`src/logic/burst_seq_pkg.sv`:
```
// Shared constants, kinds and state type for the burst bus sequencer
`default_nettype none
package burst_seq_pkg;
    localparam int FIFO_WIDTH = 16;
    localparam int FIFO_DEPTH = 32;
    localparam int LINE_CYCLES = 8;
    localparam logic [2:0] LINE_LAST = 3'h7;
    localparam logic [2:0] KIND_FETCH = 3'h0;
    localparam logic [2:0] KIND_MEM_RD = 3'h1;
    localparam logic [2:0] KIND_MEM_WR = 3'h2;
    localparam logic [2:0] KIND_IO_RD = 3'h3;
    localparam logic [2:0] KIND_IO_WR = 3'h4;
    // Active-low byte enables: all lanes, and upper halfword only
    localparam logic [3:0] BE_ALL = 4'h0;
    localparam logic [3:0] BE_UPPER = 4'h3;
    localparam logic [31:2] ADDR_RST = 30'h0;
    localparam logic [15:0] DATA_RST = 16'h0;

    typedef enum logic [1:0] {S_IDLE, S_STROBE, S_WAIT} seq_state_t;

    // Byte lanes touched across two dwords, from offset and length 1..4
    function automatic logic [7:0] lane_mask(input logic [1:0] off,
                                             input logic [2:0] len);
        logic [7:0] base;
        base = 8'h0F;
        case (len)
            3'h1: base = 8'h01;
            3'h2: base = 8'h03;
            3'h3: base = 8'h07;
            default: base = 8'h0F;
        endcase
        return base << off;
    endfunction

    // A piece needs two data cycles when both halfwords carry data
    function automatic logic both_halves(input logic [3:0] m);
        return (m[1:0] != 2'h0) && (m[3:2] != 2'h0);
    endfunction
endpackage
`default_nettype wire

```
`src/logic/burst_bus_sequencer.sv`:
```
// Burst bus sequencer with its read-data FIFO
//
// What this block does
// - Instruction fetches always start as one full-line burst in line-fill order.
// - Fetch burst holds address 31..4 and select pins for every cycle.
// - Core may end a line burst early with fetch_stop; burst_last then flags the next data cycle.
// - Data cycle count follows operand length, start address and alignment.
// - Cacheable memory read becomes line fill; else burst or single cycles.
// - Unburstable multi-cycle transfers use separate cycles, each with addr_strobe.
// - Write or I/O bursts move at most four bytes in two cycles.
// - Write or I/O burst holds select pins and address 31..2.
// - Aligned write burst drives enables 0000 then 0011, last on second.
// - Odd starts and aligned three-byte operands use 0001/0011, 1001/1011, 1000/1011 pairs.
// - Non-cacheable read burst spans at most one line, line-fill order.
// - Bursts of eight bytes or less stay within one quad-word.
// - First cycle presents address 31..2 and byte_enables before data.
// - low_byte_en stays active on every line-burst data cycle; odd-start short bursts drop it on the first.
// - high_byte_en active on every line-burst cycle; short bursts ending on byte 2 drop it on the last.
// - Read is cacheable only with pcd low, lock high, cache enable low.
// - Cacheable line fill is eight two-byte data cycles.
// - Line order walks halfwords, dwords, then quad-words; last on eighth.
`default_nettype none

module seq_fifo #(
    parameter int WIDTH = 16,
    parameter int DEPTH = 32
) (
    input wire logic clk,                 // Clock
    input wire logic rst_n,               // Async reset, low
    input wire logic in_valid,            // Push request
    output logic in_ready,                // Room for one word
    input wire logic [WIDTH-1:0] in_data, // Pushed word
    output logic out_valid,               // Head word present
    input wire logic out_ready,           // Consumer takes head
    output logic [WIDTH-1:0] out_data,    // Head word
    output logic [$clog2(DEPTH):0] level  // Words held in the array
);
    localparam int AW = $clog2(DEPTH);
    logic [WIDTH-1:0] mem_q [DEPTH];
    logic [AW-1:0] wp_q;
    logic [AW-1:0] rp_q;
    logic [AW:0] cnt_q;
    logic push;
    logic pop;

    if (DEPTH != (1 << AW)) $error("FIFO depth must be a power of two");

    assign in_ready = cnt_q != (AW+1)'(DEPTH);
    assign push = in_valid && in_ready;
    // Head register keeps the consumer side straight off a flop
    assign pop = (cnt_q != '0) && (!out_valid || out_ready);
    assign level = cnt_q;

    always_ff @(posedge clk) begin
        if (push) begin
            mem_q[wp_q] <= in_data;
        end
    end

    always_ff @(posedge clk or negedge rst_n) begin
        if (!rst_n) begin
            wp_q <= '0;
            rp_q <= '0;
            cnt_q <= '0;
        end else begin
            if (push) wp_q <= wp_q + 1'b1;
            if (pop) rp_q <= rp_q + 1'b1;
            cnt_q <= cnt_q + (AW+1)'(push) - (AW+1)'(pop);
        end
    end

    always_ff @(posedge clk or negedge rst_n) begin
        if (!rst_n) begin
            out_valid <= 1'b0;
            out_data <= '0;
        end else if (pop) begin
            out_valid <= 1'b1;
            out_data <= mem_q[rp_q];
        end else if (out_ready) begin
            out_valid <= 1'b0;
        end
    end
endmodule

////////////////////////////////////////////////////////////////////////////////

module burst_bus_sequencer import burst_seq_pkg::*; #(
    parameter int DEPTH = FIFO_DEPTH
) (
    input wire logic sys_clk,            // 100 MHz clock
    input wire logic rst_n,              // Async reset, low
    input wire logic req_valid,          // Core offers a transfer
    output logic req_ready,              // Transfer taken when both high
    input wire logic [2:0] req_kind,     // Fetch, mem/io read/write
    input wire logic [31:0] req_addr,    // Byte start address
    input wire logic [2:0] req_len,      // Operand bytes, 1..4
    input wire logic [31:0] req_wdata,   // Write operand, low bytes
    input wire logic page_cache_disable, // Page marked uncached
    input wire logic bus_lock_n,         // Low while bus is locked
    input wire logic fetch_stop,         // End the running burst early
    output logic done,                   // Transfer finished, one pulse
    output logic rd_valid,               // Read halfword available
    input wire logic rd_ready,           // Core takes read halfword
    output logic [15:0] rd_data,         // Read halfword
    output logic [31:2] addr_out,        // Address pins 31..2
    output logic [3:0] byte_enables_n,   // Byte enables, low active
    output logic addr_strobe_n,          // Address strobe, low active
    output logic burst_last_n,           // Last data cycle, low active
    output logic mem_io_sel,             // High for memory
    output logic write_read_sel,         // High for write
    output logic data_code_sel,          // High for data
    input wire logic [15:0] data_in,     // Data pins, input side
    output logic [15:0] data_out,        // Data pins, output side
    output logic data_oe,                // Data pins driven
    input wire logic ready_n,            // Data cycle done, low active
    input wire logic cache_enable_in_n   // Cacheable answer, low active
);
    if (DEPTH < LINE_CYCLES) $error("FIFO must hold one line");

    localparam int AW = $clog2(DEPTH);

    seq_state_t st_q;
    logic [2:0] kind_q;
    logic [31:2] dw_q;
    logic [3:2] start_q;
    logic [2:0] k_q;
    logic [2:0] n_q;
    logic line_q;
    logic piece_q;
    logic two_q;
    logic stop_q;
    logic [2:0] stop_k_q;
    logic pcd_q;
    logic lock_n_q;
    logic [7:0] m_q;
    logic [63:0] wd_q;
    logic [2:0] rdy_s_q;
    logic [2:0] ken_s_q;
    logic rdy_f_q;
    logic ken_f_q;
    logic [15:0] din1_q;
    logic [15:0] din2_q;
    logic [15:0] din3_q;
    logic rdy_ev;
    logic accept;
    logic is_read;
    logic cacheable;
    logic fifo_in_ready;
    logic [AW:0] fifo_level;
    logic [3:2] a32;
    logic a1;
    logic [3:0] mp;
    logic [3:0] be;
    logic last;
    logic [7:0] acc_m;

    ////////////////////////////////////////////////////////////////////////
    // Pin inputs: three stages, a change counts once stages two and three
    // agree. Data rides the same depth so it lines up with its ready.
    always_ff @(posedge sys_clk or negedge rst_n) begin
        if (!rst_n) begin
            rdy_s_q <= 3'h7;
            ken_s_q <= 3'h7;
            rdy_f_q <= 1'b1;
            ken_f_q <= 1'b1;
            din1_q <= DATA_RST;
            din2_q <= DATA_RST;
            din3_q <= DATA_RST;
        end else begin
            rdy_s_q <= {rdy_s_q[1:0], ready_n};
            ken_s_q <= {ken_s_q[1:0], cache_enable_in_n};
            din1_q <= data_in;
            din2_q <= din1_q;
            din3_q <= din2_q;
            if (rdy_s_q[1] == rdy_s_q[2]) rdy_f_q <= rdy_s_q[2];
            if (ken_s_q[1] == ken_s_q[2]) ken_f_q <= ken_s_q[2];
        end
    end

    // One data cycle ends on each filtered falling edge of ready
    assign rdy_ev = (rdy_s_q[1] == rdy_s_q[2]) && !rdy_s_q[2] && rdy_f_q;

    ////////////////////////////////////////////////////////////////////////
    assign is_read = (kind_q == KIND_FETCH) || (kind_q == KIND_MEM_RD)
                     || (kind_q == KIND_IO_RD);
    assign cacheable = !pcd_q && lock_n_q && !ken_f_q;
    assign accept = req_valid && req_ready;
    assign acc_m = lane_mask(req_addr[1:0], req_len);

    // Address and enables of the current data cycle
    always_comb begin
        mp = piece_q ? m_q[7:4] : m_q[3:0];
        if (line_q) begin
            a32 = start_q ^ {k_q[2], k_q[1]};
            a1 = k_q[0];
            be = a1 ? BE_UPPER : BE_ALL;
        end else begin
            a32 = dw_q[3:2];
            a1 = (mp[1:0] == 2'h0) || k_q[0];
            be = ~mp | (a1 ? BE_UPPER : BE_ALL);
        end
        last = (k_q == n_q) || (stop_q && k_q != stop_k_q);
    end

    ////////////////////////////////////////////////////////////////////////
    // Sequencer
    always_ff @(posedge sys_clk or negedge rst_n) begin
        if (!rst_n) begin
            st_q <= S_IDLE;
            kind_q <= KIND_FETCH;
            dw_q <= ADDR_RST;
            start_q <= 2'h0;
            k_q <= 3'h0;
            n_q <= 3'h0;
            line_q <= 1'b0;
            piece_q <= 1'b0;
            two_q <= 1'b0;
            pcd_q <= 1'b0;
            lock_n_q <= 1'b1;
            m_q <= 8'h0;
            wd_q <= 64'h0;
            done <= 1'b0;
        end else begin
            done <= 1'b0;
            case (st_q)
                S_IDLE: begin
                    if (accept) begin
                        kind_q <= req_kind;
                        dw_q <= req_addr[31:2];
                        start_q <= req_addr[3:2];
                        k_q <= 3'h0;
                        line_q <= req_kind == KIND_FETCH;
                        // Length, offset and alignment fix the cycles
                        n_q <= (req_kind == KIND_FETCH) ? LINE_LAST
                             : {2'h0, both_halves(acc_m[3:0])};
                        two_q <= (req_kind != KIND_FETCH)
                                 && (acc_m[7:4] != 4'h0);
                        piece_q <= 1'b0;
                        m_q <= acc_m;
                        pcd_q <= page_cache_disable;
                        lock_n_q <= bus_lock_n;
                        wd_q <= {32'h0, req_wdata} << {req_addr[1:0], 3'h0};
                        st_q <= S_STROBE;
                    end
                end
                S_STROBE: st_q <= S_WAIT;
                S_WAIT: begin
                    if (rdy_ev) begin
                        if (k_q == 3'h0 && !line_q && cacheable
                            && kind_q == KIND_MEM_RD) begin
                            // Switch to a line fill from this dword
                            line_q <= 1'b1;
                            start_q <= dw_q[3:2];
                            n_q <= LINE_LAST;
                            two_q <= 1'b0;
                            k_q <= 3'h1;
                        end else if (last && two_q && !piece_q) begin
                            // Crossing a dword: a fresh strobed cycle
                            piece_q <= 1'b1;
                            dw_q <= dw_q + 30'h1;
                            k_q <= 3'h0;
                            n_q <= {2'h0, both_halves(m_q[7:4])};
                            st_q <= S_STROBE;
                        end else if (last) begin
                            st_q <= S_IDLE;
                            done <= 1'b1;
                        end else begin
                            k_q <= k_q + 3'h1;
                        end
                    end
                end
                default: st_q <= S_IDLE;
            endcase
        end
    end

    // Early end request; only meaningful while a line burst runs. It ends
    // the next data cycle, so burst_last is on the pins before that cycle
    // is answered; ending the running one would flag it too late.
    always_ff @(posedge sys_clk or negedge rst_n) begin
        if (!rst_n) begin
            stop_q <= 1'b0;
            stop_k_q <= 3'h0;
        end else if (accept) begin
            stop_q <= 1'b0;
        end else if (fetch_stop && line_q && st_q != S_IDLE && !stop_q) begin
            stop_q <= 1'b1;
            stop_k_q <= k_q;
        end
    end

    // A read is only started with a whole line of room, since the bus
    // cannot be stalled once data cycles run.
    always_ff @(posedge sys_clk or negedge rst_n) begin
        if (!rst_n) begin
            req_ready <= 1'b0;
        end else begin
            req_ready <= (st_q == S_IDLE) && !accept
                         && (fifo_level <= (AW+1)'(DEPTH - LINE_CYCLES));
        end
    end

    ////////////////////////////////////////////////////////////////////////
    // Pins, registered from the current cycle's state
    always_ff @(posedge sys_clk or negedge rst_n) begin
        if (!rst_n) begin
            addr_out <= ADDR_RST;
            byte_enables_n <= 4'hF;
            addr_strobe_n <= 1'b1;
            burst_last_n <= 1'b1;
            mem_io_sel <= 1'b0;
            write_read_sel <= 1'b0;
            data_code_sel <= 1'b0;
            data_out <= DATA_RST;
            data_oe <= 1'b0;
        end else begin
            addr_out <= {dw_q[31:4], a32};
            byte_enables_n <= (st_q == S_IDLE) ? 4'hF : be;
            addr_strobe_n <= st_q != S_STROBE;
            burst_last_n <= !(st_q == S_WAIT && last);
            mem_io_sel <= kind_q != KIND_IO_RD && kind_q != KIND_IO_WR;
            write_read_sel <= kind_q == KIND_MEM_WR || kind_q == KIND_IO_WR;
            data_code_sel <= kind_q != KIND_FETCH;
            data_out <= wd_q[{piece_q, a1, 4'h0} +: 16];
            data_oe <= (st_q != S_IDLE) && !is_read;
        end
    end

    ////////////////////////////////////////////////////////////////////////
    seq_fifo #(.WIDTH(FIFO_WIDTH), .DEPTH(DEPTH)) u_rd_fifo (
        .clk(sys_clk),
        .rst_n(rst_n),
        .in_valid(st_q == S_WAIT && rdy_ev && is_read),
        .in_ready(fifo_in_ready),
        .in_data(din3_q),
        .out_valid(rd_valid),
        .out_ready(rd_ready),
        .out_data(rd_data),
        .level(fifo_level)
    );
endmodule

`default_nettype wire

```
`config.mk`:
```
export PLATFORM = sky130hd
export DESIGN_NAME = burst_bus_sequencer
export DESIGN_NICKNAME = d
export VERILOG_FILES = /design/src/logic/burst_seq_pkg.sv /design/src/logic/burst_bus_sequencer.sv
export SDC_FILE = /design/constraint.sdc
export NUM_CORES = 1
export LEC_CHECK = 0
export ABC_AREA = 1
export BUFFER_PORTS_ARGS = -buffer_cell sky130_fd_sc_hd__buf_2
export CAP_MARGIN = 20
export CELL_PAD_IN_SITES_DETAIL_PLACEMENT = 2
export CELL_PAD_IN_SITES_GLOBAL_PLACEMENT = 2
export CORE_MARGIN = 2
export CORE_UTILIZATION = 41
export DETAILED_ROUTE_END_ITERATION = 8
export PLACE_DENSITY = 0.81
export SLEW_MARGIN = 20
export SYNTH_ARGS = -nofsm -noshare
export SYNTH_HDL_FRONTEND = slang
export SYNTH_SLANG_ARGS = --single-unit
```
`constraint.sdc`:
```
create_clock -name sys_clk -period 3.7 [get_ports sys_clk]
set_input_delay 0.555 -clock sys_clk [delete_from_list [all_inputs] [get_ports sys_clk]]
set_output_delay 0.555 -clock sys_clk [all_outputs]
set_load 0.02 [all_outputs]
```
-- After elaboration in Yosys (flattened, before gate mapping)
Memories as Yosys holds them, arrays and structs flattened. A register that Yosys moved wholly into a read port is not among the register bits.
Cells that the tools add are included.
- register bits: 255
- memory bits (writable): 512
- input bits: 95
- output and inout port bits: 75
- logic and storage cells: 203
- memories kept: 1
- add/subtract/negate cells: 6
- $lt $le $gt $ge: 1
- eq/ne operators: 25
- shift operators: 3
- multiplexer cells: 59
- bitwise operators: 4
- reductions and logical operators: 67
- memory list (name ; words ; bits a word ; rd ports ; clocked after memory_dff ; wr ports ; line ; RTL):
    u_rd_fifo.mem_q ; 32 ; 16 ; 1 ; 1 ; 1 ; burst_bus_sequencer.sv:39 ; logic [WIDTH-1:0] mem_q [DEPTH];
- operators with widths (operator ; count):
    two-way mux 30 bit ; 4
    variable part select 64 x 7 -> 16 bit ; 1
    left shift 32 x 5 -> 64 bit ; 1
    case mux 30 bit (2 select lines) ; 1
    adder 30 x 1 -> 30 bit, second input constant ; 1
    two-way mux 3 bit ; 10
    logical AND 1 bit ; 26
    two-way mux 1 bit ; 22
    two-way mux 2 bit ; 11
    AND reduction 4 bit ; 4
    nonzero test 2 bit ; 8
    == test 3 x 2 -> 1 bit, second input constant ; 4
    two-way mux 4 bit ; 3
    case mux 3 bit (2 select lines) ; 2
    case mux 4 bit (3 select lines) ; 1
    logical NOT 1 bit ; 11
    adder 5 x 1 -> 5 bit, second input constant ; 2
    != test 2 bit, second input constant ; 5
    logical NOT 3 bit ; 3
    != test 3 bit, second input constant ; 3
    left shift 8 x 2 -> 8 bit ; 1
    adder 6 x 1 -> 6 bit ; 1
    == test 3 x 1 -> 1 bit, second input constant ; 2
    <= comparator 6 x 5 -> 1 bit, second input constant ; 1
    other kinds (26) ; 37

-- Logic depth before layout (Yosys ltp)
Gate-level depths: netlist of the first run.
- depth in word-level cells: 9
- gate-level depth with buffers: 15
- mapped depth without buffers: 14

-- By module
A second synthesis of the first run with hierarchy kept.
- cells, all modules: 3232
- area, all modules: 32781.4 um^2
- modules (own cells, without submodules) (module ; instances ; cells each ; area an instance (um^2) ; sequential area each (um^2)):
    seq_fifo ; 1 ; 2135 ; 23037.1 ; 16200.5
    burst_bus_sequencer ; 1 ; 1097 ; 9744.3 ; 5724.2

-- Least setup slack after synthesis of the first run
OpenSTA, ideal clock, no wires.
- path type: register -> register
- start point: register rdy_s_q[1]
- end point: memory u_rd_fifo.mem_q[31][0], enable pin
- setup time: 0.409 ns
- arrival time: 2.276 ns
- required time: 3.291 ns
- setup slack: 1.015 ns
- cell stages (with the launch flop): 9
- buffers on the path: 0
- clock period less this slack: 2.685 ns
- cell sequence: dfstp_2 inv_1 ha_1 nand2_1 nor2_1 nand3_1 nor2_1 nand2_1 nor3_1
- word-level cells in the longest chain between the ends: 8
- ends and longest elaborated chain (element ; line ; RTL):
    start, declared ; burst_bus_sequencer.sv:137 ; logic [2:0] rdy_s_q;
    start signal, assigned ; burst_bus_sequencer.sv:170 ; rdy_s_q <= {rdy_s_q[1:0], ready_n};
    == test 1 bit ; burst_bus_sequencer.sv:181 ; assign rdy_ev = (rdy_s_q[1] == rdy_s_q[2]) && !rdy_s_q[2] && rdy_f_q;
    logical AND 1 bit (2 in series) ; burst_bus_sequencer.sv:181 ;
    logical AND 1 bit (2 in series) ; burst_bus_sequencer.sv:333 ; .in_valid(st_q == S_WAIT && rdy_ev && is_read),
    logical AND 1 bit ; burst_bus_sequencer.sv:49 ; assign push = in_valid && in_ready;
    two-way mux 1 bit ; burst_bus_sequencer.sv:55 ; if (push) begin
    two-way mux 1 bit (not written as such) ; burst_bus_sequencer.sv:56 ; mem_q[wp_q] <= in_data;
    end, declared ; burst_bus_sequencer.sv:39 ;
No other way between the ends.

-- Worst setup path in the final report of the first run
- start point: register rdy_s_q[1]
- end point: register u_rd_fifo.cnt_q[4] (netlist: u_rd_fifo.level[4])
- word-level cells in the longest chain between the ends: 8
- ends and longest elaborated chain (element ; line ; RTL):
    == test 1 bit ; burst_bus_sequencer.sv:181 ;
    logical AND 1 bit (2 in series) ; burst_bus_sequencer.sv:181 ;
    logical AND 1 bit (2 in series) ; burst_bus_sequencer.sv:333 ;
    logical AND 1 bit ; burst_bus_sequencer.sv:49 ;
    via u_rd_fifo.push ; burst_bus_sequencer.sv:43 ; logic push;
    adder 6 x 1 -> 6 bit ; burst_bus_sequencer.sv:68 ; cnt_q <= cnt_q + (AW+1)'(push) - (AW+1)'(pop);
    subtractor 6 x 1 -> 6 bit ; burst_bus_sequencer.sv:68 ;
    end signal, assigned ; burst_bus_sequencer.sv:68 ;
    end, declared ; burst_bus_sequencer.sv:42 ; logic [AW:0] cnt_q;
The timed path passes the listed nets, and every way through them passes these cells.
A chain may end at the register's enable or synchronous reset.

==> results.txt, run 1 <==
----------------------------------------------------
[Outcome]
  Result of the run ... finished clean

[Clock tree]
  Worst-case clock buffer depth ... 3
  Number of cells upsized or downsized after cts ... 0
  CTS hold repair buffers ... 12
  Clock net sink count ... 773
  Inserted Clock Buffers ... 84
  Clock tree from TritonCTS ... done
  Library cell used as clock root buffer ... clkbuf_16
  Reg clk slew, reported paths ... about 70 ps
  Number of levels the H-tree was split into ... 3
  Insertion delay of the later-clocked pin in the worst-skew pair ... 650 ps
  Post-CTS setup repair buffer count ... 0

[Drt]
  Routed wire length ... 109 mm
  Detailed-route wire length per cell ... 26.3 um
  Residual DRC count ... 0
  Drt initial violations ... 1777
  Number of nets with antenna violations after routing ... 0
  Via density ... 5.60
  Via count ... roughly 23000
  Detailed-routing iteration count for the pre-antenna-repair pass ... 5

[STA]
  Final hold violation count ... 0
  Worst-case headroom to the max-slew limit ... 0.338
  Final setup TNS ... 0 ps
  Max Clock Skew ... 34.8 ps
  Hold Slack ... 16.5 ps
  Unrepaired setup endpoints after global routing ... false
  Max Freq ... between 0.3 and 0.4 GHz
  Worst Tran Pin Value ... 992 ps
  # setup viols final ... 0
  Slack of the critical path ... 820 ps
  Post-route fraction of the period consumed by the critical path ... 0.779
  Final Slew Violations ... 0
  Min cycle time layout ... 2880 ps

[Setup path]
  Slowest cell on the critical path ... dfstp_2
  Crit path cell chain ... inv_1 -> ha_1 -> nand2_1 -> nor2_1 -> nand3_1 -> inv_1 -> ha_1 -> fa_1 -> a21oi_1 -> nor2_1 -> nor2_1 -> xor2_1
  Data arrival time at the worst-slack endpoint ... 3400 ps
  Worst reg-to-reg path cell count ... 12
  Critical R2R Launch ... rdy_s_q[1]
  Worst EP required ... 4220 ps
  Reg-to-reg critical path endpoint ... u_rd_fifo.level[4]
  Startpoint types ... register
  Library cell appearing most often on the critical path ... nor2_1
  Total stage count of the critical path ... 12
  Startpoint of the worst setup timing path ... rdy_s_q[1]
  Register-to-register setup slack ... 820 ps
  Slowest Stage Delay on Critical Path ... ~540 ps
  Kind of cell adding the most delay to the critical path ... adder cells
  Destination of the critical timing path ... u_rd_fifo.level[4]
  Maximum fanout encountered on the critical timing path ... 7
  Buffers plus inverters on the worst setup path ... 2
  Endpoint type of the worst setup path ... register
  Class of the most critical setup path ... reg2reg

[Floorplan]
  Die Area ... around 0.079 mm2
  Core Area ... 0.0761 mm2
  Die boundary height ... 282 um
  Starting density of the core ... 0.415
  Cell Rows ... 101
  Number of top-level pins ... 170
  Overall die width ... 282 um

[Layout]
  Final standard cell utilization of the core ... 0.480
  Area added between synthesis and finish ... 15.6%
  Cell area after layout ... between 0.03 and 0.04 mm2
  Final non-filler cell total ... roughly 4200
  Leading cell types in the layout, fill and taps excluded ... nand2_1 (640), edfxtp_1 (512), nor2_1 (383)
  Number of diodes ... 0
  Most frequent standard cell in the layout excluding fill and tap cells ... nand2_1
  Fraction of layout instances using a drive strength above 1 ... 0.133
  Filler cell count ... 7766
  Number of nets in the finished design ... 3179

[Place]
  Gp weighted congestion ... 0.808
  Number of port buffers ... roughly 170
  Cells after DPL ... 3994
  HPWL Detailed ... around 65 mm
  DP Worst Slack ... between 800 and 900 ps
  Total placed instance area ... 0.0337 mm2

[Yosys]
  Mapped Avg Cell Area ... between 10 and 15 um2
  Proportion of register bits with asynchronous set or reset after synthesis ... 0.338
  Leading register cell type out of synthesis ... edfxtp_1
  Cell count after synthesis ... 2866
  Synthesized cell area ... approximately 0.032 mm2
  Synth Register Bits ... about 770
  Register area share after synthesis ... 0.694
  Unique masters post-synth ... 38
  Number of flops mapped to enable cells by yosys ... slightly above 500
  Yosys Warn Count ... 0
  Post-Synthesis Net Count ... between 2000 and 3000

[Run]
  Maxcap violations ... 0

[Global routing]
  Antenna violations before repair ... 0
  Maximum number of pins on one net before global-route repair ... 260
  Global-route wire length before repair ... 165 mm
  Total global routing overflow ... 0
  Via count of the first global-routing pass ... 26600
  Combined global-route utilization of all metal layers ... 0.278

[Power]
  Total leakage power ... 14.3 nW
  Design Power ... 29.8 mW
  Total power divided by cell area ... 816 mW/mm2
  IR drop worst, VDD ... 639 uV

[Worst hold path]
  Min-delay worst type ... in2reg

----------------------------------------------------
## worst min-delay path by stage
stage / startpoint / end / slack (ps) / depth (start not counted)
floorplan: rst_n / addr_out[10] / 260 / 0
global placement: din2_q[11] / din3_q[11] / 340 / 0
CTS: data_in[8] / din1_q[8] / 2 / 1
global route: data_in[3] / din1_q[3] / 6 / 1
finish: data_in[3] / din1_q[3] / 20 / 1
detailed placement: din1_q[7] / din2_q[7] / 340 / 0
## flip-flops by register name, indices dropped and copies added (netlist names), 16 cells and up
signal / flops
din3_q: 16
data_out: 16
u_rd_fifo.out_data: 16
addr_out: 30
wd_q: 56
din2_q: 16
u_rd_fifo.mem_q: 512
din1_q: 16
dw_q: 30
## per-layer routing
layer  wire, um  global-route usage
met4       4070               0.111
met2      58000               0.511
met1      42900               0.330
met3       4440              0.0340
met5          0                   0
## synth_stat cells, types with 13 or more instances
cell type    n  area share
a21oi_1     50      0.0079
buf_1       16      0.0019
buf_2       38      0.0060
buf_4       13      0.0031
buf_6       15      0.0053
clkbuf_1    70      0.0083
dfrtp_1    246        0.19
dfstp_2     15       0.012
edfxtp_1   512        0.49
ha_1        20      0.0079
inv_1      122       0.014
nand2_1    640       0.076
nand3_1    219       0.035
nor2_1     384       0.046
o211ai_1    78       0.019
o21ai_0    256       0.041
o21ai_1     44      0.0070
o22ai_1     49      0.0097
xor2_1      14      0.0039
## logic make-up after synthesis
family,share of synthesized area
buffers and inverters,0.0400
xor gates and xnor gates,0.00527
AOI/OAI and AO/OA,0.0897
and+or+nand+nor,0.161
DFF,0.694
muxes,0.000634
adders and majority gates,0.00887
## cell type report
cell class / count / area (um2) / area share
inverter: 128 / 485 / 0.0133
timing repair buffer: 264 / 1690 / 0.0464
clock inverter: 43 / 365 / 0.0100
tap: 1030 / 1290 / 0.0353
sequential: 773 / 21900 / 0.601
clock buffer: 115 / 2330 / 0.0639
multi-input combinational: 1812 / 8410 / 0.230
## power breakdown
part / internal, mW / switching, mW
sequential: 10.3 / 0.893
combinational: 2.84 / 7.37
clock: 4.78 / 3.60
No activity file was read; power rests on OpenSTA's default activity.
==> run 2: changes to the inputs <==
--- a/config.mk
+++ b/config.mk
@@ -5,13 +5,13 @@
 export SDC_FILE = /design/constraint.sdc
 export NUM_CORES = 1
 export LEC_CHECK = 0
-export ABC_AREA = 1
+export ABC_AREA = 0
 export BUFFER_PORTS_ARGS = -buffer_cell sky130_fd_sc_hd__buf_2
 export CAP_MARGIN = 20
 export CELL_PAD_IN_SITES_DETAIL_PLACEMENT = 2
 export CELL_PAD_IN_SITES_GLOBAL_PLACEMENT = 2
 export CORE_MARGIN = 2
-export CORE_UTILIZATION = 41
+export CORE_UTILIZATION = 46
 export DETAILED_ROUTE_END_ITERATION = 8
 export PLACE_DENSITY = 0.81
 export SLEW_MARGIN = 20
==> constraint.sdc (replaced) <==
create_clock -name sys_clk -period 2.85 [get_ports sys_clk]
set_input_delay 0.4275 -clock sys_clk [delete_from_list [all_inputs] [get_ports sys_clk]]
set_output_delay 0.4275 -clock sys_clk [all_outputs]
set_load 0.02 [all_outputs]
==> run 2 against run 1 <==
  * First-iteration DRC count is 20% lower
  * Sequential share of layout area is 0.35 points higher
  * Wire length is 14% lower
  * Cell count is 27% lower
  * Synthesized cell count is 37% lower
==> results.txt, run 2 <==
----------------------------------------------------
[Place]
  Cells after DPL ... 2840
  HPWL Detailed ... between 50 and 60 mm
  Gp weighted congestion ... 0.790
  Total placed instance area ... 0.0332 mm2
  DP Worst Slack ... 83.3 ps
  Number of port buffers ... ~170

[Clock tree]
  Number of levels the H-tree was split into ... 3
  Clock tree from TritonCTS ... done
  Insertion delay of the later-clocked pin in the worst-skew pair ... 640 ps
  Inserted Clock Buffers ... 83
  Clock net sink count ... 773
  Library cell used as clock root buffer ... clkbuf_16
  Reg clk slew, reported paths ... 60 ps
  Worst-case clock buffer depth ... 3

[Yosys]
  List of most frequent post-synthesis cells ... edfxtp_1 (512), dfrtp_1 (246), nand2_1 (158)
  Leading register cell type out of synthesis ... edfxtp_1
  Unique masters post-synth ... 79
  Portion of synthesized cell area occupied by the leading cell type ... 0.500
  Mapped Avg Cell Area ... 17.1 um2
  Post-Synthesis Net Count ... around 1900
  Cell count after synthesis ... 1800
  Leading cell types by total area after synthesis ... edfxtp_1 (50%), dfrtp_1 (20%), mux4_2 (11%), nand2_1 (1.9%), mux2i_1 (1.6%)
  Synthesized cell area ... 0.0308 mm2
  Number of flops mapped to enable cells by yosys ... 512
  Yosys Warn Count ... 0
  Register area share after synthesis ... 0.713
  Proportion of register bits with asynchronous set or reset after synthesis ... 0.338
  Library cell with the highest instance count after synthesis ... edfxtp_1
  Most area-hungry cell type in the Yosys netlist ... edfxtp_1
  Synth Register Bits ... 773

[Floorplan]
  Core Area ... 0.0660 mm2
  Overall die width ... 263 um
  Die boundary height ... 263 um
  Number of top-level pins ... 170
  Starting density of the core ... 0.466
  Die Area ... 0.0690 mm2
  Cell Rows ... between 90 and 100

[STA]
  Final setup TNS ... 0 ps
  Final hold violation count ... 0
  Worst Tran Pin Value ... 1050 ps
  Post-route fraction of the period consumed by the critical path ... 0.986
  Max Clock Skew ... 21.1 ps
  Max Freq ... 0.356 GHz
  # setup viols final ... 0
  Worst-case headroom to the max-slew limit ... 0.301
  Min cycle time layout ... 2810 ps
  Final Slew Violations ... 0
  Slack of the critical path ... 40.1 ps

[Drt]
  Drt initial violations ... 1427
  Detailed-routing iteration count for the pre-antenna-repair pass ... 5
  Detailed-route wire length per cell ... 31.3 um
  Via count ... ~18000
  Residual DRC count ... 0
  Via density ... 6.03
  Number of nets with antenna violations after routing ... 0
  Routed wire length ... 94.6 mm

[Global routing]
  Global-route wire length before repair ... between 100 and 150 mm
  Combined global-route utilization of all metal layers ... 0.277
  Maximum number of pins on one net before global-route repair ... 86
  Via count of the first global-routing pass ... between 20000 and 25000
  Total global routing overflow ... 0
  Antenna violations before repair ... 3

[Run]
  Maxcap violations ... 0

[Setup path]
  Endpoint type of the worst setup path ... register
  Class of the most critical setup path ... reg2reg
  Maximum fanout encountered on the critical timing path ... 16
  Startpoint types ... register
  Data arrival time at the worst-slack endpoint ... 3120 ps
  Worst EP required ... approximately 3200 ps

[Layout]
  Final standard cell utilization of the core ... 0.550
  Number of nets in the finished design ... between 2000 and 2500
  Cell area after layout ... 0.0363 mm2
  Register bank with the most flops ... u_rd_fifo.mem_q
  Number of flip-flops in the largest register ... a little over 500
  Leading cell types in the layout, fill and taps excluded ... edfxtp_1 (512), dfrtp_1 (243), buf_2 (168)
  Final non-filler cell total ... 3021
  Area added between synthesis and finish ... 17.9%
  Most frequent standard cell in the layout excluding fill and tap cells ... edfxtp_1
  Fraction of layout instances using a drive strength above 1 ... 0.303
  Largest registers ... u_rd_fifo.mem_q (512), wd_q (56)

[Outcome]
  Result of the run ... finished clean

[Power]
  Total power divided by cell area ... 1020 mW/mm2
  IR drop worst, VDD ... 517 uV
  Total leakage power ... 13.4 nW

[Worst hold path]
  Min-delay worst type ... in2reg

----------------------------------------------------
[run 2: logic make-up after synthesis]
logic type | Yosys count | synth area share
adders and majority gates | 22 | 0.00911
buffers and inverters | 124 | 0.0187
and+or+nand+nor | 417 | 0.0620
xor gates and xnor gates | 19 | 0.00541
AOI/OAI and AO/OA | 219 | 0.0560
muxes | 226 | 0.136
DFF | 773 | 0.713
[run 2: path summary, 6_finish.rpt]
path,startpoint,endpoint,slack [ps],cells after the start
min reg2reg,din1_q[8],din2_q[8],350,0
min in group asynchronous,rst_n,wd_q[31],360,2
min,req_valid,stop_q,40,2
max,u_rd_fifo.level[3],u_rd_fifo.mem_q[13][8],40,10
max in group asynchronous,rst_n,dw_q[14],1640,3
max reg2reg,u_rd_fifo.level[3],u_rd_fifo.mem_q[13][8],40,10
[run 2: layer usage]
metal	vias to the layer above	routed length, um	global-route usage
met5	-	16	0
met3	143	4360	0.0384
met2	576	49000	0.479
li1	7582	-	-
met1	9920	38500	0.363
met4	2	2710	0.0899
[run 2: report_power, final]
group | internal, mW | switching (mW)
combinational | 4.82 | 6.30
sequential | 13.3 | 1.36
clock | 6.52 | 4.60
[run 2: area by class of cell]
class,count,area (um2)
Timing Repair Buffer,302,2090
Clock inverter,36,430
Antenna cell,2,5.00
Multi-Input combinational cell,903,8310
Fill cell,5713,29700
Inverter,22,82.6
Tap cell,864,1080
Sequential cell,773,21900
Clock buffer,119,2360
[run 2: what timing repair did]
action | 4_1_cts | 5_1_grt
cloned | 0 | 0
setup endpoints to repair | 2 | 104
hold endpoints to repair | 83 | 0
hold buffers | 21 | 0
pin swaps | 0 | 1
resized for setup | 3 | 3
buffers inserted | 0 | 3
[run 2: stage by stage]
stage / total power, mW / hold WS (ps)
after floorplan: 21.6 / 132
after global placement: 24.8 / 333
after detailed placement: 25.6 / 338
after CTS: 37.1 / 5.95
after global routing: 38.3 / 37.0
final: 36.9 / 43.9
[run 2: worst max-delay path: stages (launching register included)]
cell and delay, ps:
dfrtp_1 420, inv_1 110, ha_1 230, nor3b_4 170, buf_4 150, a2111oi_4 400, buf_4 210, nand2_1 80
buf_4 190, nor2_1 200, buf_4 320
==> run 3: changes to the inputs <==
--- a/config.mk
+++ b/config.mk
@@ -12,6 +12,7 @@
 export CELL_PAD_IN_SITES_GLOBAL_PLACEMENT = 2
 export CORE_MARGIN = 2
 export CORE_UTILIZATION = 46
+export CTS_CLUSTER_DIAMETER = 50
 export DETAILED_ROUTE_END_ITERATION = 8
 export PLACE_DENSITY = 0.81
 export SLEW_MARGIN = 20
==> constraint.sdc (replaced) <==
create_clock -name sys_clk -period 2.85 [get_ports sys_clk]
set_input_delay 0.855 -clock sys_clk [delete_from_list [all_inputs] [get_ports sys_clk]]
set_output_delay 0.855 -clock sys_clk [all_outputs]
set_load 0.02 [all_outputs]
==> run 3 against run 2 <==
  * Critical path depth increased by 2
  * Wire length increased by 2.4%
  * Worst hold slack improved by 41 ps
  * Sequential cell count unchanged
  * Cell area increased by 0.59%
  * Clock skew increased by 9.5 ps
  * Sequential share of layout area decreased by 0.34 points
  * Non-clock buffer count decreased by 27
  * Largest cell class unchanged
==> results.txt, run 3 (synthesis results as in run 2) <==
----------------------------------------------------
[Place]
  Number of port buffers ... 169
  HPWL Detailed ... 57.2 mm
  DP Worst Slack ... 21.8 ps
  Total placed instance area ... ~0.033 mm2
  Cells after DPL ... approximately 2800
  Gp weighted congestion ... 0.789

[Floorplan]
  Overall die width ... 263 um
  Cell Rows ... 94
  Die boundary height ... 263 um
  Die Area ... 0.0690 mm2
  Core Area ... 0.0660 mm2
  Number of top-level pins ... 170
  Starting density of the core ... 0.466

[Layout]
  Largest registers ... u_rd_fifo.mem_q (512), wd_q (56)
  Number of nets in the finished design ... approximately 2200
  Fraction of layout instances using a drive strength above 1 ... 0.314
  Cell area after layout ... approximately 0.037 mm2
  Register bank with the most flops ... u_rd_fifo.mem_q
  Number of flip-flops in the largest register ... 512
  Most frequent standard cell in the layout excluding fill and tap cells ... edfxtp_1
  Final non-filler cell total ... 3005
  Final standard cell utilization of the core ... 0.553
  Number of diodes ... 0
  Leading cell types in the layout, fill and taps excluded ... edfxtp_1 (512), dfrtp_1 (238), buf_2 (168)
  Area added between synthesis and finish ... 18.6%

[Clock tree]
  Reg clk slew, reported paths ... 60 ps
  Number of levels the H-tree was split into ... 3
  Library cell used as clock root buffer ... clkbuf_16
  Inserted Clock Buffers ... 90
  CTS hold repair buffers ... 0
  Insertion delay of the later-clocked pin in the worst-skew pair ... 660 ps
  Clock net sink count ... 773
  Worst-case clock buffer depth ... 3
  Clock tree from TritonCTS ... done

[Drt]
  Detailed-route wire length per cell ... approximately 32 um
  Drt initial violations ... 1268
  Via count ... 18400
  Detailed-routing iteration count for the pre-antenna-repair pass ... 5
  Via density ... 6.13
  Routed wire length ... 96.8 mm
  Number of nets with antenna violations after routing ... 0
  Residual DRC count ... 0

[Global routing]
  Total global routing overflow ... 0
  Combined global-route utilization of all metal layers ... 0.283
  Global-route wire length before repair ... 144 mm
  Via count of the first global-routing pass ... 20500
  Antenna violations before repair ... 5
  Maximum number of pins on one net before global-route repair ... 76

[STA]
  Worst-case headroom to the max-slew limit ... 0.396
  Min cycle time layout ... 2760 ps
  Max Freq ... 0.362 GHz
  Slack of the critical path ... 88.2 ps
  Final Slew Violations ... 0
  Hold Slack ... 85.2 ps
  Post-route fraction of the period consumed by the critical path ... 0.969
  Max Clock Skew ... just over 30 ps
  # setup viols final ... 0
  Final hold violation count ... 0
  Final setup TNS ... 0 ps
  Worst Tran Pin Value ... 904 ps

[Power]
  Design Power ... roughly 37 mW
  Total leakage power ... 13.4 nW
  Total power divided by cell area ... 1020 mW/mm2
  IR drop worst, VDD ... 566 uV

[Run]
  Maxcap violations ... 0

[Setup path]
  Data arrival time at the worst-slack endpoint ... 3300 ps
  Worst EP required ... 3390 ps
  Endpoint type of the worst setup path ... register
  Maximum fanout encountered on the critical timing path ... 4
  Startpoint types ... register
  Class of the most critical setup path ... reg2reg

[Outcome]
  Result of the run ... finished clean

[Worst hold path]
  Min-delay worst type ... in2async

----------------------------------------------------
## run 3: path summary, 6_finish.rpt
path | startpoint | endpoint | slack (ps) | depth (start not counted)
max in group asynchronous | rst_n | din3_q[3] | 1950 | 2
hold / removal | rst_n | wd_q[46] | 90 | 1
setup / recovery | u_rd_fifo.level[3] | u_rd_fifo.level[4] | 90 | 12
hold reg to reg | din2_q[14] | din3_q[14] | 350 | 0
min in group sys_clk | ready_n | rdy_s_q[0] | 300 | 1
setup reg to reg | u_rd_fifo.level[3] | u_rd_fifo.level[4] | 90 | 12
## run 3: worst max-delay path: stages (launching register included)
cell     delay, ps
dfrtp_1        430
inv_1          100
ha_1           160
nor3b_4        320
a21oi_2        130
ha_1           300
inv_1           60
ha_1           230
fa_2           400
a21oi_1        150
nor2_1          80
nor2_2         130
xnor2_1        170
## run 3: final cells by class
type	instances	area, um2
fillers	5653	29500
flip-flops and latches	773	21900
multi-input cells	903	8310
clock buffers	118	2480
repair buffers	275	2130
well taps	864	1080
clock inverters	50	494
inverters	22	82.6
## run 3: what timing repair did
item	in CTS	in global routing
setup endpoints to repair	5	122
resized for setup	1	4
pin swaps	0	1
setup buffers	0	3
gates cloned	0	0
## run 3: where the power goes
| part | switching (mW) | internal (mW) |
|---|---|---|
| clock | 4.99 | 6.74 |
| combinational | 6.14 | 4.70 |
| sequential | 1.42 | 13.3 |
| total | 12.6 | 24.8 |
## run 3: layer usage
layer / vias to the layer above / global-route usage / routed length [um]
met4: 8 / 0.0867 / 2680
met3: 172 / 0.0455 / 4930
li1: 7561 / - / -
met2: 651 / 0.494 / 50400
met5: - / 0 / 46
met1: 10000 / 0.366 / 38800
